$ cat src/rsf_consts.svh
/*
  Constants for the return and software-reset flow block: instruction
  encodings, instruction field positions, register offsets, reset values.
  Assumes it is included by bare name by every file that needs it.
*/
`ifndef RSF_CONSTS_SVH
`define RSF_CONSTS_SVH

////////////////////////////////////////////////////////////////////////
// instruction encodings (24-bit words)
`define RSF_OP_SOFT_RESET 24'hFE0000
`define RSF_OP_RET_INT 24'h064000
`define RSF_OP_RET_SUB 24'h060000
// return_with_literal: bits 23:15 fixed, then byte select, k, d
`define RSF_LITRET_MSB 23
`define RSF_LITRET_LSB 15
`define RSF_LITRET_CODE 9'h00A
`define RSF_BYTE_SEL_BIT 14
`define RSF_LIT_MSB 13
`define RSF_LIT_LSB 4
`define RSF_DST_MSB 3
`define RSF_DST_LSB 0

////////////////////////////////////////////////////////////////////////
// popped status word layout
`define RSF_TOP_PCHI_MSB 6
`define RSF_TOP_PCHI_LSB 0
`define RSF_TOP_PRIO3_BIT 7
`define RSF_TOP_SR_MSB 15
`define RSF_TOP_SR_LSB 8
`define RSF_PRIO3_BIT 3
`define RSF_SR_PRIO_MSB 7
`define RSF_SR_PRIO_LSB 5
`define RSF_SOFT_RESET_FLAG_BIT 6
`define RSF_POP_STEP 16'h0002

////////////////////////////////////////////////////////////////////////
// register offsets on the plain register port
`define RSF_ADDR_PC_LO 8'h00
`define RSF_ADDR_PC_HI 8'h04
`define RSF_ADDR_SP 8'h08
`define RSF_ADDR_SR 8'h0C
`define RSF_ADDR_CORE_CTRL 8'h10
`define RSF_ADDR_RESET_CTRL 8'h14

////////////////////////////////////////////////////////////////////////
// power-on values
`define RSF_RST_PC_LO 16'h0000
`define RSF_RST_PC_HI 7'h00
`define RSF_RST_SP 16'h0000
`define RSF_RST_SR 16'h0000
`define RSF_RST_CORE_CTRL 16'h0020
`define RSF_RST_RESET_CTRL 16'h0000

`endif

$ cat src/rsf_pkg.sv
/*
  Types of the return and software-reset flow block.
  Assumes nothing beyond the constants header.
*/
package rsf_pkg;

  // flow sequencer states
  typedef enum logic [1:0] {
    RSF_IDLE = 2'b00,
    RSF_POP_LO = 2'b01,
    RSF_FLUSH = 2'b10
  } rsf_state_type;

  // instruction being executed
  typedef enum logic [1:0] {
    RSF_NONE = 2'b00,
    RSF_RET_INT = 2'b01,
    RSF_RET_SUB = 2'b10,
    RSF_RET_LIT = 2'b11
  } rsf_op_type;

  // decoded return_with_literal fields
  typedef struct packed {
    logic byte_mode;
    logic [9:0] lit;
    logic [3:0] dst;
  } rsf_lit_fields_type;

  // write into the working register file
  typedef struct packed {
    logic en;
    logic [3:0] idx;
    logic [15:0] data;
  } rsf_wreg_wr_type;

endpackage

$ cat src/rsf_stack_pop.sv
/*
  Stack pop address unit: address of the top word and the lowered pointer.
  Assumes a word-aligned stack pointer that grows upward.
*/
`timescale 1ns/1ps
`include "rsf_consts.svh"

module rsf_stack_pop (
  input wire logic [15:0] sp,
  output logic [15:0] pop_addr
);

  // top word sits one word below the pointer; bit 0 forced to word alignment
  always_comb begin
    pop_addr = (sp - `RSF_POP_STEP) & 16'hFFFE;
  end

endmodule

$ cat src/rsf_lit_merge.sv
/*
  Literal field decoder and byte/word merge for return_with_literal.
  Assumes wreg_old is the current value of the selected working register.
*/
`timescale 1ns/1ps
`include "rsf_consts.svh"

module rsf_lit_merge (
  input wire logic [23:0] instr_word,
  input wire logic [15:0] wreg_old,
  output rsf_pkg::rsf_lit_fields_type fields,
  output logic [15:0] merged
);

  // field extraction and merge into the destination value
  always_comb begin
    fields.byte_mode = instr_word[`RSF_BYTE_SEL_BIT];
    fields.lit = instr_word[`RSF_LIT_MSB:`RSF_LIT_LSB];
    fields.dst = instr_word[`RSF_DST_MSB:`RSF_DST_LSB];
    if (fields.byte_mode) begin
      // byte mode: literal limited to 0..255, upper byte kept
      merged = {wreg_old[15:8], fields.lit[7:0]};
    end else begin
      // word mode: literal 0..1023 zero-extended
      merged = {6'h00, fields.lit};
    end
  end

endmodule

$ cat src/rsf_flow.sv
/*
  Return and software-reset flow: executes software reset, return from
  interrupt, return with literal and subroutine return, popping the
  software stack and holding PC, stack pointer, status, core control and
  reset control registers behind a plain register port.
  Assumes a stack memory with same-cycle read data, a working register
  file with a combinational read port, and instructions offered one at a
  time while instr_ready is high.
*/
// Local design decisions: the register addresses and the plain strobed port.
// What this block does
// - software reset sets the software_reset_flag, reset control bit 6
// - return_from_interrupt pop restores low status byte and priority bit 3
// - same pop restores PC 22:16, second pop gives PC 15:0, two per pop
// - return_from_interrupt restores the priority level from before service
// - return_with_literal literal is 0..255 in byte mode, 0..1023 word mode
// - byte/word select bit: 0 means word, 1 means byte
// - literal from 10-bit k field, destination register from 4-bit d field
`timescale 1ns/1ps
`include "rsf_consts.svh"

module rsf_flow (
  input wire logic core_clk,
  input wire logic arst_n,
  input wire logic instr_valid,
  input wire logic [23:0] instr_word,
  input wire logic exception_pending,
  output logic instr_ready,
  output logic flow_done,
  output logic soft_reset_pulse,
  output logic [15:0] stack_addr,
  output logic stack_rd,
  input wire logic [15:0] stack_rdata,
  output logic [3:0] wreg_sel,
  input wire logic [15:0] wreg_old,
  output rsf_pkg::rsf_wreg_wr_type wreg_wr,
  output logic [22:0] pc,
  output logic [3:0] interrupt_priority_level,
  input wire logic [7:0] reg_addr,
  input wire logic [15:0] reg_wdata,
  input wire logic reg_wr,
  input wire logic reg_rd,
  output logic [15:0] reg_rdata
);

  ////////////////////////////////////////////////////////////////////////
  // state
  rsf_pkg::rsf_state_type state;
  rsf_pkg::rsf_state_type next_state;
  rsf_pkg::rsf_op_type op;
  rsf_pkg::rsf_op_type next_op;
  logic [15:0] pc_lo;
  logic [15:0] next_pc_lo;
  logic [6:0] pc_hi;
  logic [6:0] next_pc_hi;
  logic [15:0] sp;
  logic [15:0] next_sp;
  logic [15:0] sr;
  logic [15:0] next_sr;
  logic [15:0] core_ctrl;
  logic [15:0] next_core_ctrl;
  logic [15:0] reset_ctrl;
  logic [15:0] next_reset_ctrl;
  logic [15:0] lit_hold;
  logic [15:0] next_lit_hold;
  logic [3:0] dst_hold;
  logic [3:0] next_dst_hold;
  rsf_pkg::rsf_wreg_wr_type next_wreg_wr;
  logic next_soft_reset_pulse;
  logic [15:0] next_reg_rdata;

  // decode helpers
  rsf_pkg::rsf_lit_fields_type lit_fields;
  logic [15:0] lit_merged;
  logic take;
  logic is_soft_reset;
  logic is_ret_int;
  logic is_ret_sub;
  logic is_ret_lit;

  ////////////////////////////////////////////////////////////////////////
  // helpers
  rsf_stack_pop u_pop (
    .sp(sp),
    .pop_addr(stack_addr)
  );

  rsf_lit_merge u_lit (
    .instr_word(instr_word),
    .wreg_old(wreg_old),
    .fields(lit_fields),
    .merged(lit_merged)
  );

  ////////////////////////////////////////////////////////////////////////
  // instruction decode
  always_comb begin
    take = instr_valid && (state == rsf_pkg::RSF_IDLE);
    is_soft_reset = (instr_word == `RSF_OP_SOFT_RESET);
    is_ret_int = (instr_word == `RSF_OP_RET_INT);
    is_ret_sub = (instr_word == `RSF_OP_RET_SUB);
    is_ret_lit = (instr_word[`RSF_LITRET_MSB:`RSF_LITRET_LSB] == `RSF_LITRET_CODE);
  end

  // handshakes and visible state
  always_comb begin
    instr_ready = (state == rsf_pkg::RSF_IDLE);
    flow_done = (state == rsf_pkg::RSF_FLUSH) ||
                ((state == rsf_pkg::RSF_POP_LO) && exception_pending);
    wreg_sel = lit_fields.dst;
    pc = {pc_hi, pc_lo};
    interrupt_priority_level = {core_ctrl[`RSF_PRIO3_BIT], sr[`RSF_SR_PRIO_MSB:`RSF_SR_PRIO_LSB]};
  end

  ////////////////////////////////////////////////////////////////////////
  // sequencer and register next values
  always_comb begin
    next_state = state;
    next_op = op;
    next_pc_lo = pc_lo;
    next_pc_hi = pc_hi;
    next_sp = sp;
    next_sr = sr;
    next_core_ctrl = core_ctrl;
    next_reset_ctrl = reset_ctrl;
    next_lit_hold = lit_hold;
    next_dst_hold = dst_hold;
    next_wreg_wr = '0;
    next_soft_reset_pulse = 1'b0;
    stack_rd = 1'b0;

    // software register writes; sequencer updates below take priority
    if (reg_wr) begin
      unique case (reg_addr)
        `RSF_ADDR_PC_LO: next_pc_lo = reg_wdata;
        `RSF_ADDR_PC_HI: next_pc_hi = reg_wdata[6:0];
        `RSF_ADDR_SP: next_sp = reg_wdata & 16'hFFFE;
        `RSF_ADDR_SR: next_sr = reg_wdata;
        `RSF_ADDR_CORE_CTRL: next_core_ctrl = reg_wdata;
        `RSF_ADDR_RESET_CTRL: next_reset_ctrl = reg_wdata;
        default: next_sr = sr;
      endcase
    end

    unique case (state)
      rsf_pkg::RSF_IDLE: begin
        if (take && is_soft_reset) begin
          next_pc_lo = `RSF_RST_PC_LO;
          next_pc_hi = `RSF_RST_PC_HI;
          next_sp = `RSF_RST_SP;
          next_sr = `RSF_RST_SR;
          next_core_ctrl = `RSF_RST_CORE_CTRL;
          next_lit_hold = 16'h0000;
          next_dst_hold = 4'h0;
          next_soft_reset_pulse = 1'b1;
          next_reset_ctrl = `RSF_RST_RESET_CTRL;
          next_reset_ctrl[`RSF_SOFT_RESET_FLAG_BIT] = 1'b1;
        end else if (take && (is_ret_int || is_ret_sub || is_ret_lit)) begin
          stack_rd = 1'b1;
          next_sp = stack_addr;
          next_state = rsf_pkg::RSF_POP_LO;
          if (is_ret_int) begin
            next_op = rsf_pkg::RSF_RET_INT;
            next_pc_hi = stack_rdata[`RSF_TOP_PCHI_MSB:`RSF_TOP_PCHI_LSB];
            // restore status byte from the upper half of the word
            next_sr = {sr[15:8], stack_rdata[`RSF_TOP_SR_MSB:`RSF_TOP_SR_LSB]};
            next_core_ctrl[`RSF_PRIO3_BIT] = stack_rdata[`RSF_TOP_PRIO3_BIT];
          end else begin
            next_pc_hi = stack_rdata[6:0];
            next_op = is_ret_lit ? rsf_pkg::RSF_RET_LIT : rsf_pkg::RSF_RET_SUB;
          end
          if (is_ret_lit) begin
            next_lit_hold = lit_merged;
            next_dst_hold = lit_fields.dst;
          end
        end
      end
      rsf_pkg::RSF_POP_LO: begin
        stack_rd = 1'b1;
        next_sp = stack_addr;
        next_pc_lo = stack_rdata;
        if (op == rsf_pkg::RSF_RET_LIT) begin
          next_wreg_wr.en = 1'b1;
          next_wreg_wr.idx = dst_hold;
          next_wreg_wr.data = lit_hold;
        end
        if (exception_pending) begin
          next_state = rsf_pkg::RSF_IDLE;
          next_op = rsf_pkg::RSF_NONE;
        end else begin
          next_state = rsf_pkg::RSF_FLUSH;
        end
      end
      rsf_pkg::RSF_FLUSH: begin
        // refill cycle after the jump
        next_state = rsf_pkg::RSF_IDLE;
        next_op = rsf_pkg::RSF_NONE;
      end
      default: begin
        next_state = rsf_pkg::RSF_IDLE;
        next_op = rsf_pkg::RSF_NONE;
      end
    endcase
  end

  // register read mux, data one cycle after the strobe
  always_comb begin
    next_reg_rdata = 16'h0000;
    if (reg_rd) begin
      unique case (reg_addr)
        `RSF_ADDR_PC_LO: next_reg_rdata = pc_lo;
        `RSF_ADDR_PC_HI: next_reg_rdata = {9'h000, pc_hi};
        `RSF_ADDR_SP: next_reg_rdata = sp;
        `RSF_ADDR_SR: next_reg_rdata = sr;
        `RSF_ADDR_CORE_CTRL: next_reg_rdata = core_ctrl;
        `RSF_ADDR_RESET_CTRL: next_reg_rdata = reset_ctrl;
        default: next_reg_rdata = 16'h0000;
      endcase
    end
  end

  ////////////////////////////////////////////////////////////////////////
  // registers
  always_ff @(posedge core_clk or negedge arst_n) begin
    if (!arst_n) begin
      state <= rsf_pkg::RSF_IDLE;
      op <= rsf_pkg::RSF_NONE;
      pc_lo <= `RSF_RST_PC_LO;
      pc_hi <= `RSF_RST_PC_HI;
      sp <= `RSF_RST_SP;
      sr <= `RSF_RST_SR;
      core_ctrl <= `RSF_RST_CORE_CTRL;
      reset_ctrl <= `RSF_RST_RESET_CTRL;
      lit_hold <= 16'h0000;
      dst_hold <= 4'h0;
      wreg_wr <= '0;
      soft_reset_pulse <= 1'b0;
      reg_rdata <= 16'h0000;
    end else begin
      state <= next_state;
      op <= next_op;
      pc_lo <= next_pc_lo;
      pc_hi <= next_pc_hi;
      sp <= next_sp;
      sr <= next_sr;
      core_ctrl <= next_core_ctrl;
      reset_ctrl <= next_reset_ctrl;
      lit_hold <= next_lit_hold;
      dst_hold <= next_dst_hold;
      wreg_wr <= next_wreg_wr;
      soft_reset_pulse <= next_soft_reset_pulse;
      reg_rdata <= next_reg_rdata;
    end
  end

endmodule

$ cat config.mk
export PLATFORM = sky130hd
export DESIGN_NAME = rsf_flow
export DESIGN_NICKNAME = d
export VERILOG_FILES = /design/src/rsf_pkg.sv /design/src/rsf_stack_pop.sv /design/src/rsf_lit_merge.sv /design/src/rsf_flow.sv
export VERILOG_INCLUDE_DIRS = /design/src /design/src/src
export SDC_FILE = /design/constraint.sdc
export NUM_CORES = 1
export LEC_CHECK = 0
export ABC_AREA = 0
export ABC_CLOCK_PERIOD_IN_PS = 2800
export BUFFER_PORTS_ARGS = -buffer_cell sky130_fd_sc_hd__clkbuf_2
export CAP_MARGIN = 10
export CORE_MARGIN = 8
export CORE_UTILIZATION = 30
export DETAILED_ROUTE_END_ITERATION = 12
export PLACE_DENSITY = 0.59
export SYNTH_ARGS = -nofsm -noshare
export SYNTH_HDL_FRONTEND = slang
export SYNTH_HIERARCHICAL = 1
export SYNTH_SLANG_ARGS = --single-unit
$ cat constraint.sdc
create_clock -name core_clk -period 2.8 [get_ports core_clk]
set_clock_uncertainty 0.1 [all_clocks]
set_input_delay 0.56 -clock core_clk [delete_from_list [all_inputs] [get_ports core_clk]]
set_output_delay 0.56 -clock core_clk [all_outputs]
set_load 0.05 [all_outputs]
* Word-level counts from Yosys, hierarchy flattened
Index checks and enable logic that the tools add are counted.
** Storage, ports and cells
- Register bits :: 149
- Input bits :: 86
- Output and inout bits :: 88
- Logic and storage cells :: 105
** Cells by class
- $add $sub $neg :: 1
- Equal/unequal tests :: 16
- Mux-type cells :: 58
- Reduce and logical (&&, ||, !) cells :: 14
** Operator list (count)
- $mux 16 :: 25
- $pmux 16 s6 :: 1
- $pmux 16 s2 :: 2
- $eq 24x19->1 const B :: 2
- $mux 21 :: 2
- $mux 7 :: 5
- $eq 24x24->1 const B :: 1
- $eq 8x4->1 const B :: 2
- $eq 8x5->1 const B :: 2
- $sub 16x2->16 const B :: 1
- $mux 2 :: 7
- $mux 12 :: 1
- $mux 4 :: 3
- $eq 9x4->1 const B :: 1
- $eq 8x3->1 const B :: 1
- $logic_not 8->1 :: 1
- $mux 1 :: 8
- $pmux 2 s2 :: 2
- $reduce_and 3->1 :: 2
- $eq 2x2->1 const B :: 2
- $logic_and 1x1->1 :: 4
- $ne 2x2->1 const B :: 2
- $ne 4x4->1 const B :: 1
- $reduce_bool 2->1 :: 2
- other kinds (7) :: 9

* Logic depth before layout (Yosys ltp)
- Depth after elaboration :: 7
- Mapped depth :: 8
- Depth with buffers taken out :: 7

* Hierarchy
Netlist, hierarchy kept.
** Modules (own cells, without submodules)
- rsf_flow :: times used 1, cells an instance 625, area an instance 6936.7 sq um, sequential area each 3729.8 sq um
- rsf_stack_pop :: times used 1, cells an instance 39, area an instance 289.0 sq um, sequential area each 0.0 sq um
- rsf_lit_merge :: times used 1, cells an instance 31, area an instance 240.2 sq um, sequential area each 0.0 sq um

* Least setup slack after synthesis
OpenSTA, ideal clock, no wires.
- Path kind :: register to output
- Start point :: reg sp[1]
- End point :: out stack_addr[13]
- Arrival time :: 2.374 ns
- Data required time :: 2.140 ns
- Setup slack :: -0.234 ns
- Cell stages (with the launch flop) :: 6
- Cell sequence :: dfrtp_1 > inv_1 > ha_1 > nor3b_2 > nand4_1 > xnor2_1
** On the way
- Longest elaborated chain between the ends :: 1
** RTL lines
- start: declaration :: line rsf_flow.sv:56 : logic [15:0] sp;
- start signal: assignment :: line rsf_flow.sv:230 : sp <= `RSF_RST_SP;
- start signal: assignment :: line rsf_flow.sv:244 : sp <= next_sp;
- $sub 16x2->16 (no line)
- end: declaration :: line rsf_flow.sv:31 : output logic [15:0] stack_addr,
Every way passes these cells.

* Worst setup path after layout
- Start point :: reg sp[3]
- End point :: out stack_addr[12]
The elaborated chain is that of the path after synthesis.

==> flow_summary.toml <==
[place]
dpl_cell_area_um2 = 8780
gp_congestion = 0.797
dp_hpwl_um = 17400
place_ws_ns = -0.0185
port_buffers = 164

[critical_path]
reg2regPathDepth = 6
end_kind = "output pin"
cp.required_ns = 2.14
timing.rr.end = "pc_hi[3]"
r2r_start = "state[0]"
arrival_ns = 2.04
crit_fanout = 6
rrSetupSlack_ns = 0.61
start_kind = "flip-flop"
critPathKind = "reg -> out"

[min_path]
hold_path_depth = 2
hold_class = "in -> reg"
whs_endpoint = "state[1]"
hp-start = "exception_pending"

[routing]
wl_met1_um = 10300
wl_met3_um = 1360
viasPerCell = 5.01
wl_um = 23900
ant_nets = 0
firstDrtPassIters = 8
wl_met2_um = 11700
routedWlPerCell_um = 19.9
vias = 5995
drt_iter0_markers = 523
highest_layer = "met5"
drc = 0

[final_layout]
fillers = 2435
final_core_util = 0.391
final_nets = 947
final_area_um2 = 9490
drive_gt1_frac = 0.333
synthToLayoutAreaGrowth_pct = 28.5
multi_input_area_um2 = 3330
ff_latch_area_um2 = 3730
diodes = 0

[synthesis]
netlist_area_um2 = 7380
synth_cells = 684
syn_nets = 771
syn_avg_cell_area_um2 = 10.8
ys_warn_count = 6

[power_and_ir_drop]
power.internal_w = 0.00404
switchingPower_w = 0.00194
vdd_drop_max_mv = 0.497
swShare = 0.325
leakagePower_nw = 5.26
pwr_density_cell_nw_per_um2 = 631
comb_power_share = 0.223
pwr-share-seq = 0.390
power_frac_clock = 0.387

[global_routing]
grt_pass1_wl_um = 36900
grt_overflow = 0
grt_pass1_vias = 6222
antenna_found_initial = 1
grt_max_degree = 57
grt.total_usage = 0.157

[clocking]
cts.path.max_buffers = 2
cts_buffers = 17
cts-root-buf = "clkbuf_16"
path_clk_slew_ns = 0.07
clock-sinks = 149
cts-htree-levels = 4
clk_latency_ns = 0.42
cts_tree = "done"

[sta]
slew_viol_final = 0
period_needed_ns = 2.70
tightest_slew_ns = 0.715
setup-violations-final = 0
fmax_mhz = 370
fin_ws_ns = 0.0976
fin_hold_ws_ns = 0.203
hold_viol_final = 0
relSlewSlack = 0.523
rsz0062_at_grt = "true"
min_period_over_period = 0.965

[outcome]
status = "complete, no violations"

[job]
max-cap-violations = 0

[floorplan]
num_rows = 57
die_y_um = 173
die_x_um = 173
die_area_um2 = 29900
coreArea_um2 = 24200
io_pins = 174
start_util = 0.304
timing repair:
action	CTS	global route
hold endpoints to repair	45	0
hold buffers	1	0
endpoints found under the setup margin	5	10
setup buffers	2	6
pin swaps	1	4
gates resized for setup	6	12
cell usage in the layout (no fill, tap or decap), types with 16 or more instances in the layout:
| master | count |
|---|---|
| a21oi_1 | 24 |
| and2_1 | 20 |
| buf_4 | 41 |
| clkbuf_16 | 17 |
| clkbuf_2 | 157 |
| dfrtp_1 | 146 |
| inv_1 | 24 |
| mux2i_1 | 90 |
| nand2_1 | 54 |
| nand3_1 | 20 |
| nor2_1 | 54 |
| nor3_1 | 18 |
| o21ai_0 | 16 |
flip-flops by register name, summed over array words and instances (netlist names):
signal / cells
sr: 16
dst_hold: 4
op: 2
reg_rdata: 16
state: 2
pc_hi: 7
reset_ctrl: 16
pc_lo: 16
sp: 16
lit_hold: 16
core_ctrl: 16
wreg_wr: 21
soft_reset_pulse: 1
area by class of cell:
class                           instances  area share
Tap cell                              324      0.0427
Sequential cell                       149       0.393
Timing Repair Buffer                  212       0.140
Inverter                               25     0.00989
Clock buffer                           20      0.0471
Multi-Input combinational cell        455       0.351
Clock inverter                         12      0.0150
how the worst max path moves through the flow:
stage,startpoint,end,depth (start not counted)
2_1_floorplan,sp[1],stack_addr[13],5
4_1_cts,instr_word[1],stack_rd,8
3_3_place_gp,reg_addr[1],sr[9],8
3_5_place_dp,reg_addr[1],sr[14],8
5_1_grt,sp[1],stack_addr[15],7
6_report,sp[3],stack_addr[12],5
power groups by stage:
stage / Clock, W / Sequential [W] / Combinational (W)
after floorplan: 0 / 0.00243 / 0.000798
after global placement: 0 / 0.00237 / 0.00123
after detailed placement: 0 / 0.00237 / 0.00124
after CTS: 0.00238 / 0.00233 / 0.00129
after global routing: 0.00246 / 0.00235 / 0.00142
final: 0.00231 / 0.00233 / 0.00134
routing by layer:
layer,vias to the layer above,track usage
li1,2782,-
met1,2969,0.201
met2,204,0.254
met3,38,0.0401
met4,2,0.0507
met5,-,0
through the flow:
step                      instances  power (W)  TNS, ns
after floorplan                 684    0.00323  -0.0101
after global placement         1156    0.00360  -0.0354
after detailed placement       1156    0.00361  -0.0286
after CTS                      1191    0.00600        0
after global routing           1197    0.00622  -0.0418
final                          1197    0.00599        0
worst max-delay path: stages, from the launching register on:
cell and delay, ns:
dfrtp_1 0.49, nor4_4 0.30, buf_4 0.18, nand4b_1 0.11, xnor2_1 0.23, clkbuf_2 0.32
Note: power is estimated with default switching activity, not from simulation.
